--- config.mk ---
export PLATFORM = sky130hd
export DESIGN_NAME = pwr_ctrl
export DESIGN_NICKNAME = d
export VERILOG_FILES = /design/src/hdl/pwr_ctrl_pkg.sv /design/src/hdl/gain_select.sv /design/src/hdl/soft_reset_detect.sv /design/src/hdl/pwr_ctrl.sv
export VERILOG_INCLUDE_DIRS = /design/src /design/src/hdl
export SDC_FILE = /design/constraint.sdc
export NUM_CORES = 1
export LEC_CHECK = 0
export BUFFER_PORTS_ARGS = -buffer_cell sky130_fd_sc_hd__buf_2
export CORE_AREA = 10 10 74 122
export DETAILED_ROUTE_END_ITERATION = 7
export DIE_AREA = 0 0 84 132
export PLACE_DENSITY = 0.76
export SLEW_MARGIN = 30
export SYNTH_ARGS = -nofsm -noshare
export SYNTH_HDL_FRONTEND = slang
export SYNTH_SLANG_ARGS = --single-unit
--- constraint.sdc ---
create_clock -name i_clk -period 3.55 [get_ports i_clk]
set_input_delay 0.355 -clock i_clk [delete_from_list [all_inputs] [get_ports i_clk]]
set_output_delay 0.355 -clock i_clk [all_outputs]
set_load 0.005 [all_outputs]
--- src/hdl/pwr_ctrl_consts.svh ---
`ifndef PWR_CTRL_CONSTS_SVH
`define PWR_CTRL_CONSTS_SVH
`define PIN_CTRL_ADDR 6'h03
`define PIN_CTRL_RESET 16'h0000
`define PIN_CTRL_WMASK 16'h07FF
`define PIN_EN_LSB 0
`define PIN_VAL_LSB 4
`define INT_SEL_LSB 8
`define SYNC_CLR_BIT 10
`define INT_SEL_SECOND_PIN 2'h1
`define MODE_CONT 4'h0
`define MODE_STANDBY 4'h2
`define MODE_PDOWN 4'h3
`define MODE_IDLE 4'h4
`define CHAN0_RESET 16'h8001
`define CFG0_RESET 16'h0000
`define FILT0_RATE_RESET 11'h030
`define FILT0_TYPE_SINC3 3'h0
`define DIAG_RESET 24'h000040
`define CTRL_RESET 16'h0000
`define SOFT_RESET_ONES 7'h40
`endif

--- src/hdl/pwr_ctrl_pkg.sv ---
package pwr_ctrl_pkg;
	typedef enum logic [1:0] {pm_active, pm_standby, pm_idle, pm_pdown} pm_state_type;
	typedef logic [3:0] mode_code_type;
	typedef logic [2:0] gain_code_type;
endpackage

--- src/hdl/gain_select.sv ---
`timescale 1ns/1ps
`default_nettype none
module gain_select (
	// setup fields
	input wire logic [2:0] i_gain_code,
	input wire logic i_bypass,
	// applied gain
	output logic [7:0] o_gain
);
	// bypass makes the gain field irrelevant
	always_comb begin
		if (i_bypass) begin
			o_gain = 8'h01;
		end else begin
			o_gain = 8'(8'h01 << i_gain_code);
		end
	end
endmodule // gain_select
`default_nettype wire

--- src/hdl/soft_reset_detect.sv ---
`timescale 1ns/1ps
`default_nettype none
`include "pwr_ctrl_consts.svh"
module soft_reset_detect (
	// clock and reset
	input wire logic i_clk,
	input wire logic i_reset,
	// serial input sampled on bit strobe
	input wire logic i_bit_valid,
	input wire logic i_bit,
	// full reset request, one cycle
	output logic o_soft_reset
);
	typedef struct packed {
		logic [6:0] ones;
		logic fire;
	} srd_state_type;
	srd_state_type st_reg, st_next;
	always_comb begin
		st_next = st_reg;
		st_next.fire = 1'b0;
		if (i_bit_valid) begin
			if (!i_bit) begin
				st_next.ones = 7'h00;
			end else if (st_reg.ones == `SOFT_RESET_ONES - 7'h01) begin
				st_next.ones = 7'h00;
				st_next.fire = 1'b1;
			end else begin
				st_next.ones = st_reg.ones + 7'h01;
			end
		end
	end
	always_ff @(posedge i_clk) begin
		if (i_reset) begin
			st_reg <= '0;
		end else begin
			st_reg <= st_next;
		end
	end
	assign o_soft_reset = st_reg.fire;
	a_ones_fire: assert property (@(posedge i_clk) disable iff (i_reset)
		st_reg.fire |-> $past(st_reg.ones) == 7'h3F && $past(i_bit_valid) && $past(i_bit))
		else $error("soft reset without 64 ones");
endmodule // soft_reset_detect
`default_nettype wire

--- src/hdl/pwr_ctrl.sv ---
`timescale 1ns/1ps
`default_nettype none
`include "pwr_ctrl_consts.svh"
module pwr_ctrl
	import pwr_ctrl_pkg::*;
#(
	parameter int NUM_CH = 16
) (
	// clock and reset
	input wire logic i_clk,
	input wire logic i_reset,
	// supply monitors, asynchronous
	input wire logic i_io_supply_ok,
	input wire logic i_dig_ldo_ok,
	input wire logic i_ana_supply_ok,
	// register access from serial interface logic
	input wire logic i_wr,
	input wire logic i_rd,
	input wire logic [5:0] i_addr,
	input wire logic [15:0] i_wdata,
	input wire logic i_mode_wr,
	input wire pwr_ctrl_pkg::mode_code_type i_mode,
	input wire logic i_status_rd,
	input wire logic i_serial_bit_valid,
	input wire logic i_serial_bit,
	// sequencer and setup
	input wire logic [3:0] i_active_ch,
	input wire logic [NUM_CH-1:0] i_bridge_switch_per_channel,
	input wire logic [2:0] i_gain_code,
	input wire logic i_gain_stage_bypass,
	input wire logic i_int_level,
	// register read
	output logic [15:0] o_rdata,
	// pins, enable low while driven
	output logic [3:0] o_pin_out,
	output logic [3:0] o_pin_oe_n,
	// analog control
	output logic o_bridge_switch,
	output logic [7:0] o_gain,
	output logic o_mod_reset,
	output logic o_power_down,
	output logic o_converting,
	// status
	output logic o_not_ready_bit,
	output logic o_por_flag,
	output logic o_regs_reset,
	output logic [15:0] o_chan0_default,
	output logic [15:0] o_cfg0_default,
	output logic [10:0] o_filter_rate_field,
	output logic [2:0] o_filter_type,
	output logic [15:0] o_ctrl_default,
	output logic [23:0] o_diag_default,
	output pwr_ctrl_pkg::pm_state_type o_pm_state
);
	typedef struct packed {
		logic [1:0] io_s;
		logic [1:0] ldo_s;
		logic [15:0] pin_ctrl;
		pm_state_type pm;
		logic por_flag;
		logic [15:0] rdata;
		logic bsw;
		logic [3:0] pin_out;
	} st_type;
	st_type st_reg, st_next;
	logic soft_reset;
	logic supply_bad;
	logic full_reset;
	logic [7:0] gain_w;

	// one decode for the write, read and checking paths
	function automatic logic pin_ctrl_hit(input logic [5:0] addr);
		return addr == `PIN_CTRL_ADDR;
	endfunction

	soft_reset_detect u_srd (
		.i_clk(i_clk),
		.i_reset(i_reset),
		.i_bit_valid(i_serial_bit_valid),
		.i_bit(i_serial_bit),
		.o_soft_reset(soft_reset)
	);

	gain_select u_gain (
		.i_gain_code(i_gain_code),
		.i_bypass(i_gain_stage_bypass),
		.o_gain(gain_w)
	);

	// analog supply monitor deliberately unused: its droop must not reset
	logic ana_unused;
	assign ana_unused = i_ana_supply_ok;
	assign supply_bad = !st_reg.io_s[1] || !st_reg.ldo_s[1];
	assign full_reset = supply_bad || soft_reset;

	always_comb begin
		st_next = st_reg;
		st_next.io_s = {st_reg.io_s[0], i_io_supply_ok};
		st_next.ldo_s = {st_reg.ldo_s[0], i_dig_ldo_ok};
		if (i_status_rd) begin
			st_next.por_flag = 1'b0;
		end
		if (full_reset) begin
			st_next.pin_ctrl = `PIN_CTRL_RESET;
			st_next.pm = pm_active;
			st_next.por_flag = 1'b1;
		end else if (st_reg.pm != pm_pdown) begin
			if (i_wr && pin_ctrl_hit(i_addr)) begin
				st_next.pin_ctrl = i_wdata & `PIN_CTRL_WMASK;
			end
			if (i_mode_wr) begin
				unique case (i_mode)
					`MODE_STANDBY: st_next.pm = pm_standby;
					`MODE_IDLE: st_next.pm = pm_idle;
					`MODE_PDOWN: st_next.pm = (st_reg.pm == pm_standby) ? pm_pdown : pm_active;
					default: st_next.pm = pm_active;
				endcase
			end
		end
		if (i_rd) begin
			st_next.rdata = pin_ctrl_hit(i_addr) ? st_reg.pin_ctrl : 16'h0000;
		end
		st_next.bsw = i_bridge_switch_per_channel[i_active_ch] && st_reg.pm == pm_active;
		for (int i = 0; i < 4; i++) begin
			st_next.pin_out[i] = st_reg.pin_ctrl[`PIN_VAL_LSB + i];
		end
		if (st_reg.pin_ctrl[`INT_SEL_LSB +: 2] == `INT_SEL_SECOND_PIN) begin
			st_next.pin_out[1] = i_int_level;
		end
		if (st_reg.pin_ctrl[`SYNC_CLR_BIT]) begin
			st_next.pin_out[3] = (st_reg.pm == pm_standby);
		end
		if (st_reg.pm == pm_pdown) begin
			st_next.pin_out = 4'h0;
		end
	end

	always_ff @(posedge i_clk) begin
		if (i_reset) begin
			st_reg <= '0;
			st_reg.por_flag <= 1'b1;
		end else begin
			st_reg <= st_next;
		end
	end

	// the standby indicator reuses the spare upper bit; no separate misc register here
	assign o_pin_out = st_reg.pin_out;
	assign o_pin_oe_n = (st_reg.pm == pm_pdown) ? 4'hF : ~st_reg.pin_ctrl[`PIN_EN_LSB +: 4];
	assign o_bridge_switch = st_reg.bsw;
	assign o_gain = gain_w;
	assign o_mod_reset = (st_reg.pm != pm_active);
	assign o_power_down = (st_reg.pm == pm_pdown);
	assign o_converting = (st_reg.pm == pm_active);
	assign o_not_ready_bit = (st_reg.pm == pm_standby);
	assign o_por_flag = st_reg.por_flag;
	assign o_regs_reset = full_reset || i_reset || (st_reg.pm == pm_pdown);
	assign o_chan0_default = `CHAN0_RESET;
	assign o_cfg0_default = `CFG0_RESET;
	assign o_filter_rate_field = `FILT0_RATE_RESET;
	assign o_filter_type = `FILT0_TYPE_SINC3;
	assign o_ctrl_default = `CTRL_RESET;
	assign o_diag_default = `DIAG_RESET;
	assign o_pm_state = st_reg.pm;
	assign o_rdata = st_reg.rdata;

	a_pdown_only_standby: assert property (@(posedge i_clk) disable iff (i_reset)
		(st_reg.pm != pm_pdown) ##1 (st_reg.pm == pm_pdown) |->
		$past(st_reg.pm) == pm_standby) else $error("power-down entered not from standby");
	a_pdown_sticky: assert property (@(posedge i_clk) disable iff (i_reset)
		(st_reg.pm == pm_pdown) && !full_reset |=> st_reg.pm == pm_pdown)
		else $error("power-down left without reset");
	a_por_set: assert property (@(posedge i_clk) disable iff (i_reset)
		full_reset |=> st_reg.por_flag) else $error("reset flag not set");
	a_por_clear: assert property (@(posedge i_clk) disable iff (i_reset)
		i_status_rd && !full_reset |=> !st_reg.por_flag) else $error("reset flag not cleared");
	a_reset_pinctrl: assert property (@(posedge i_clk) disable iff (i_reset)
		full_reset |=> st_reg.pin_ctrl == 16'h0000) else $error("pin control not reset");
	a_upper_zero: assert property (@(posedge i_clk) disable iff (i_reset)
		st_reg.pin_ctrl[15:11] == 5'h00) else $error("unassigned bits set");
	a_pin_enable: assert property (@(posedge i_clk) disable iff (i_reset)
		!st_reg.pin_ctrl[0] |-> o_pin_oe_n[0]) else $error("disabled pin driven");
	a_pin_value: assert property (@(posedge i_clk) disable iff (i_reset)
		st_reg.pin_ctrl[2] && st_reg.pm != pm_pdown |=>
		o_pin_out[2] == $past(st_reg.pin_ctrl[6])) else $error("pin value wrong");
	a_standby_flag: assert property (@(posedge i_clk) disable iff (i_reset)
		st_reg.pm != pm_pdown && !full_reset && i_mode_wr && i_mode == `MODE_STANDBY |=>
		o_not_ready_bit) else $error("not-ready wrong");
	a_bypass_gain: assert property (@(posedge i_clk) disable iff (i_reset)
		i_gain_stage_bypass |-> o_gain == 8'h01) else $error("bypass gain not one");
	a_idle_exit: assert property (@(posedge i_clk) disable iff (i_reset)
		st_reg.pm == pm_idle && i_mode_wr && i_mode == 4'h0 && !full_reset |=>
		st_reg.pm == pm_active) else $error("idle not left");
	c_standby: cover property (@(posedge i_clk) st_reg.pm == pm_standby);
	c_pdown: cover property (@(posedge i_clk) st_reg.pm == pm_pdown);
	c_idle: cover property (@(posedge i_clk) st_reg.pm == pm_idle);
	c_soft: cover property (@(posedge i_clk) soft_reset);
	c_refused: cover property (@(posedge i_clk) st_reg.pm == pm_active && i_mode_wr && i_mode == `MODE_PDOWN);

	// mode requests count only outside power-down and outside a full reset
	a_idle_entry: assert property (@(posedge i_clk) disable iff (i_reset)
		st_reg.pm != pm_pdown && !full_reset && i_mode_wr && i_mode == `MODE_IDLE |=>
		st_reg.pm == pm_idle)
		else $error("idle not entered");
	a_pdown_refused: assert property (@(posedge i_clk) disable iff (i_reset)
		st_reg.pm != pm_standby && st_reg.pm != pm_pdown && !full_reset &&
		i_mode_wr && i_mode == `MODE_PDOWN |=> st_reg.pm == pm_active)
		else $error("power-down not refused");
	a_standby_exit: assert property (@(posedge i_clk) disable iff (i_reset)
		st_reg.pm == pm_standby && !full_reset && i_mode_wr && i_mode == `MODE_CONT |=>
		st_reg.pm == pm_active)
		else $error("standby not left");
	a_idle_to_standby: assert property (@(posedge i_clk) disable iff (i_reset)
		st_reg.pm == pm_idle && !full_reset && i_mode_wr && i_mode == `MODE_STANDBY |=>
		st_reg.pm == pm_standby)
		else $error("idle not left for standby");
	a_idle_keeps: assert property (@(posedge i_clk) disable iff (i_reset)
		st_reg.pm == pm_idle && !full_reset && !i_wr |=>
		$stable(st_reg.pin_ctrl))
		else $error("idle lost register content");
	a_standby_regs: assert property (@(posedge i_clk) disable iff (i_reset)
		st_reg.pm == pm_standby && !full_reset && !i_wr |=>
		$stable(st_reg.pin_ctrl))
		else $error("standby lost register content");
	a_mod_reset: assert property (@(posedge i_clk) disable iff (i_reset)
		st_reg.pm == pm_idle |->
		o_mod_reset && !o_converting)
		else $error("idle does not hold modulator");

	// power-down keeps every pin released until a reset brings it back
	a_pdown_frozen: assert property (@(posedge i_clk) disable iff (i_reset)
		st_reg.pm == pm_pdown && !full_reset |=>
		$stable(st_reg.pin_ctrl))
		else $error("register changed in power-down");
	a_pdown_outputs: assert property (@(posedge i_clk) disable iff (i_reset)
		o_power_down |->
		o_pin_oe_n == 4'hF && o_regs_reset && !o_converting)
		else $error("power-down outputs wrong");

	// supply and software reset paths; the analog monitor must never reach them
	a_ana_ignored: assert property (@(posedge i_clk) disable iff (i_reset)
		!st_reg.por_flag && st_reg.io_s[1] && st_reg.ldo_s[1] && !soft_reset |=>
		!st_reg.por_flag)
		else $error("reset flag set without cause");
	a_dip_resets: assert property (@(posedge i_clk) disable iff (i_reset)
		!st_reg.io_s[1] || !st_reg.ldo_s[1] |=>
		st_reg.por_flag && st_reg.pm == pm_active && st_reg.pin_ctrl == 16'h0000)
		else $error("supply dip did not reset");
	a_soft_effect: assert property (@(posedge i_clk) disable iff (i_reset)
		soft_reset |=>
		st_reg.pin_ctrl == 16'h0000 && st_reg.pm == pm_active)
		else $error("software reset without effect");
	a_por_kept: assert property (@(posedge i_clk) disable iff (i_reset)
		st_reg.por_flag && !i_status_rd |=>
		st_reg.por_flag)
		else $error("reset flag lost without read");

	// alternate pin uses override the value bit, never the enable
	a_no_stray_drive: assert property (@(posedge i_clk) disable iff (i_reset)
		(~st_reg.pin_ctrl[3:0] & ~o_pin_oe_n) == 4'h0)
		else $error("pin driven without enable");
	a_pin_value_p1: assert property (@(posedge i_clk) disable iff (i_reset)
		st_reg.pin_ctrl[0] && st_reg.pm != pm_pdown |=>
		o_pin_out[0] == $past(st_reg.pin_ctrl[4]))
		else $error("first pin value wrong");
	a_pin_value_p2: assert property (@(posedge i_clk) disable iff (i_reset)
		st_reg.pin_ctrl[1] && st_reg.pin_ctrl[`INT_SEL_LSB +: 2] != `INT_SEL_SECOND_PIN &&
		st_reg.pm != pm_pdown |=> o_pin_out[1] == $past(st_reg.pin_ctrl[5]))
		else $error("second pin value wrong");
	a_pin_value_p4: assert property (@(posedge i_clk) disable iff (i_reset)
		st_reg.pin_ctrl[3] && !st_reg.pin_ctrl[`SYNC_CLR_BIT] && st_reg.pm != pm_pdown |=>
		o_pin_out[3] == $past(st_reg.pin_ctrl[7]))
		else $error("fourth pin value wrong");
	a_int_route: assert property (@(posedge i_clk) disable iff (i_reset)
		st_reg.pin_ctrl[`INT_SEL_LSB +: 2] == `INT_SEL_SECOND_PIN && st_reg.pm != pm_pdown |=>
		o_pin_out[1] == $past(i_int_level))
		else $error("interrupt not routed");
	a_standby_pin: assert property (@(posedge i_clk) disable iff (i_reset)
		st_reg.pin_ctrl[`SYNC_CLR_BIT] && st_reg.pm != pm_pdown |=>
		o_pin_out[3] == ($past(st_reg.pm) == pm_standby))
		else $error("standby indicator wrong");
	a_write_mask: assert property (@(posedge i_clk) disable iff (i_reset)
		st_reg.pm != pm_pdown && !full_reset && i_wr && pin_ctrl_hit(i_addr) |=>
		st_reg.pin_ctrl == {5'h00, $past(i_wdata[10:0])})
		else $error("pin control write wrong");
	a_read_upper: assert property (@(posedge i_clk) disable iff (i_reset)
		i_rd && pin_ctrl_hit(i_addr) |=>
		o_rdata[15:11] == 5'h00)
		else $error("unassigned bits read back");

	// gain decode is combinational, so these hold in the same cycle
	a_gain_onehot: assert property (@(posedge i_clk) disable iff (i_reset)
		$onehot(o_gain))
		else $error("gain not a power of two");
	a_gain_max: assert property (@(posedge i_clk) disable iff (i_reset)
		!i_gain_stage_bypass && i_gain_code == 3'h7 |->
		o_gain == 8'h80)
		else $error("top gain wrong");
	a_gain_min: assert property (@(posedge i_clk) disable iff (i_reset)
		!i_gain_stage_bypass && i_gain_code == 3'h0 |->
		o_gain == 8'h01)
		else $error("unity gain wrong");
endmodule // pwr_ctrl
`default_nettype wire

After elaboration in Yosys (flattened, before gate mapping)
Index checks and enable logic that the tools add are counted.

word-level totals
  bits of input ports = 62
  logic and storage cells = 52
  flip-flop bits (word level) = 47

operators by class
  $lt $le $gt $ge = 1
  add/sub/neg operators = 1
  muxes and demuxes = 12
  reductions and logical operators = 15
  shift-type cells = 1
  bitwise logic cells = 3
  equal/unequal tests = 9

operator list
  operator                                                                       count
  7-bit two-way mux                                                              2
  11-bit two-way mux                                                             1
  4-bit by 2-bit == test with 1-bit output (second input constant)               2
  8-bit two-way mux                                                              1
  1-bit by 3-bit << shifter with 8-bit output (first input constant)             1
  7-bit by 1-bit adder with 7-bit output (second input constant)                 1
  7-bit by 6-bit == test with 1-bit output (second input constant)               1
  6-bit by 2-bit == test with 1-bit output (second input constant)               1
  2-bit case mux with 3 select lines                                             1
  4-bit by 5-bit less-than comparator with 1-bit output (second input constant)  1
  1-bit binary-select mux with 4-bit select                                      1
  2-bit by 1-bit == test with 1-bit output (second input constant)               2
  4-bit by 3-bit == test with 1-bit output (second input constant)               1
  1-bit logical OR                                                               4
  1-bit two-way mux                                                              4
  4-bit two-way mux                                                              1
  4-bit NOT                                                                      1
  2-bit AND reduction                                                            2
  2-bit OR reduction                                                             2
  3-bit OR reduction                                                             1
  2-bit == test (second input constant)                                          1
  1-bit logical AND                                                              2
  1-bit zero test                                                                2
  2-bit zero test                                                                1
  4 further kinds                                                                5

Longest topological paths before layout
  depth in word-level cells = 5
  depth in mapped cells = 5
  gate-level depth less buffers = 5

Modules after synthesis
A second synthesis with hierarchy kept.

second synthesis, totals
  cells, all modules = 319
  area total of the unflattened synthesis = 2,696.3 sq um

by module, submodules not included
  module             instances  sequential area each (sq um)  cells an instance  area each (sq um)
  pwr_ctrl           1          680.7                         261                2,255.9
  soft_reset_detect  1          160.2                         45                 375.4
  gain_select        1          0.0                           13                 65.1

Least setup slack after synthesis
OpenSTA, ideal clock, no wires.

  path type = input port to flip-flop
  from = in i_active_ch[0]
  to = reg st_reg (netlist bit o_bridge_switch)
  arrival = 1.356 ns
  path buffers = 1
  path slack = 2.114 ns
  data required time = 3.471 ns
  stages on the path = 5
  setup time = 0.079 ns
  path through = buf_6 > mux4_2 > o22ai_1 > a311o_1 > a211oi_2

between the ends
  longest elaborated chain between the ends = 3

RTL lines
  element                                    line             source
  from (decl)                                pwr_ctrl.sv:27   input wire logic [3:0] i_active_ch,
  1-bit binary-select mux with 4-bit select  pwr_ctrl.sv:123  st_next.bsw = i_bridge_switch_per_channel[i_active_ch] && st_reg.pm == pm_active;
  1-bit two-way mux (implied by the code)    pwr_ctrl.sv:123
  1-bit logical AND                          pwr_ctrl.sv:123
  to (signal assigned)                       pwr_ctrl.sv:143  st_reg <= st_next;
  to (decl)                                  pwr_ctrl.sv:65   st_type st_reg, st_next;

Every way passes these cells. The select of a mux whose other input is x is not followed.
A chain may end at the register's enable or synchronous reset.

Final worst setup path
  from = reg st_reg (netlist bit o_pm_state[0])
  to = reg st_reg[32] in the netlist's numbering

between the ends
  longest elaborated chain between the ends = 2

RTL lines
  element                        line             source
  2-bit inequality test          pwr_ctrl.sv:107  end else if (st_reg.pm != pm_pdown) begin
  2-bit AND reduction (no line)  --

Every way passes these cells.

==> results.ini <==
[flow_run]
maxCapViolCount = 0

[sta]
fmax_mhz = 499
finalCriticalPeriod_ns = 2.00
fin_skew_ns = 0.00785
whs_ns = 0.281
slew_headroom = 0.474
rsz0062_at_grt = false
hold_violations = 0
final_max_slew_viol_count = 0
worstMarginPinSlew_ns = 0.787
finalSetupTns_ns = 0
post-route-period-util = 0.565
setup_viol = 0

[clock_tree]
cts_hold_buffers = 0
htreeDepth = 2
cts_made_buffers = 5
cts-root-buf = clkbuf_16
worstSkewPairLatency_ns = 0.29
cts_resized = 0
cts_tree = done
cts_setup_buffers = 0
clk_pin_slew_worst_paths_ns = 0.06
cts.sinks = 42
clockBufferDepth = 2

[status]
status = completed

[logic_synthesis]
syn-instance-count = 324
yosysUniqueCellTypes = 40
synthArstFlopShare = 0
ys_top_cells_by_area = dfxtp_1 31%, buf_4 30%, mux2i_1 5.5%
synth_ff_type = dfxtp_1
synth-edff-count = 0
synth_top_area_cell = dfxtp_1
synth_seq_cells = 42
syn_area_sq_um = 2710
synth_compound_area_frac = 0.0756
synth_xor_xnor_area_share = 0
yosys.area_share.simple = 0.192
synth_area_per_cell_sq_um = 8.37
synth_top_family_by_area = buffers and inverters
synthMuxAreaShare = 0.0816
yosys_warnings = 0
synth_seq_area_share = 0.310
synth_top_area_frac = 0.310
synth-adder-area-share = 0.00461

[drt]
viasPerCell = 4.37
first_pass_iters = 5
drtIter0Drc = 85
drt-total-wl_um = 7210
highest_layer = met4
wl_met2_um = 3620
drcViolationCount = 0
wl_met1_um = 2400
vias = 2093
antenna_left = 0
met3WireLength_um = 1030
post_drt_wl_per_cell_um = 15.1

[placed_design]
port_buffers = 91
dp_hpwl_um = 6070
place_congestion = 0.822

[floorplanning]
fp.dieH_um = 132
dieArea_sq_um = 11100
num_io_pins = 189
row_count = 40
die_w_um = 84
core_sq_um = 6910
start_util = 0.393

[worst_setup_path]
r2r_cells = 4
worst_setup_path_start_kind = register
crit_path_end = st_reg[32]
arrival_ns = 2.16
worstSetupStartpoint = o_pm_state[0]
reg2reg_slack_ns = 1.55
r2r_end = st_reg[32]
critPathRequiredTime_ns = 3.70
critPathCaptureType = register
crit_type = register to register
r2r-start = o_pm_state[0]
cp_max_fo = 11

[finish]
fill_cells = 698
multi_input_area_sq_um = 1300
final_cell_mix = 91 x conb_1, 91 x buf_2, 42 x dfxtp_1
seq_area_sq_um = 841
antenna_cells = 0
largest_reg_flops = 13
drive_above_1_share = 0.266
area_growth_pct = 6.78
fin_nets = 457

[grt]
antenna_found_initial = 0
grt_pass1_wl_um = 11000
grt_max_degree = 28
grt_pass1_vias = 2148
grt_usage = 0.120
grt_overflow = 0

[pwr]
p_leak_nw = 1.46
ir_drop_uv = 183
powerDensity_nw_per_um2 = 382

[worst_hold_path]
worstHoldPathType = input pin to register

## layer usage
| metal | global-route usage | vias up |
|---|---|---|
| li1 | - | 1012 |
| met1 | 0.107 | 916 |
| met2 | 0.212 | 155 |
| met3 | 0.0662 | 10 |
| met4 | 0.0561 | 0 |
| met5 | 0 | - |
## cell usage after synthesis (2+ instances only)
| cell type | count |
|---|---|
| clkbuf_1 | 3 |
| clkbuf_8 | 2 |
| buf_4 | 109 |
| dfxtp_1 | 42 |
| nand4_1 | 4 |
| conb_1 | 2 |
| o21ai_0 | 5 |
| mux2_2 | 2 |
| nor2b_1 | 7 |
| nor2_1 | 24 |
| mux2i_1 | 15 |
| nand2_1 | 11 |
| and2_1 | 4 |
| nand3_1 | 17 |
| or3_1 | 2 |
| nor3_1 | 8 |
| nand2b_1 | 17 |
| a21oi_1 | 22 |
| inv_1 | 7 |
## stage by stage
stage | setup slack [ns] | instances | power [mW] | instance area, sq um | util
after global routing | 1.38 | 479 | 1.16 | 2900 | 0.419
after floorplan | 2.11 | 413 | 0.624 | 3050 | -
after CTS | 1.50 | 479 | 1.11 | 2900 | 0.419
final | 1.55 | 479 | 1.11 | 2900 | 0.419
after global placement | 1.49 | 471 | 0.592 | 2730 | 0.395
after detailed placement | 1.41 | 471 | 0.593 | 2730 | 0.395
## cells by family after synthesis
group           after synthesis
compound gates               35
fa+ha+maj                     1
buf+inv                     124
flops                        42
mux                          19
other cells                   2
simple gates                101
## area by class of cell
type | count | share of cell area
multi-input cells | 247 | 0.450
flip-flops and latches | 42 | 0.290
repair buffers | 91 | 0.157
clock buffers | 6 | 0.0445
well taps | 84 | 0.0363
clock inverters | 2 | 0.0130
inverters | 7 | 0.00907
## how the worst min path moves through the flow
| stage | start | to | slack, ns | cells past startpoint |
|---|---|---|---|---|
| after global routing | i_dig_ldo_ok | st_next[41] | 0.28 | 2 |
| after CTS | i_io_supply_ok | st_next[43] | 0.27 | 2 |
| after global placement | st_next[43] | st_reg[43] | 0.43 | 1 |
| after detailed placement | st_next[43] | st_reg[43] | 0.43 | 1 |
| after floorplan | st_next[41] | st_reg[41] | 0.41 | 1 |
| final | i_dig_ldo_ok | st_next[41] | 0.28 | 2 |
## report_power, final
group / total (mW) / internal (mW) / switching (mW) / leakage [nW]
Clock: 0.518 / 0.332 / 0.186 / 0.0771
Combinational: 0.112 / 0.0445 / 0.0671 / 1.05
Sequential: 0.478 / 0.475 / 0.00217 / 0.340
Total: 1.11 / 0.852 / 0.256 / 1.46
## worst max-delay path, cell delays in order (launching register included)
cell,delay (ns)
dfxtp_1,0.38
nand2_1,0.32
nand4_1,0.71
mux2i_1,0.40
nor2_1,0.07
Note: power is estimated with default switching activity, not from simulation.
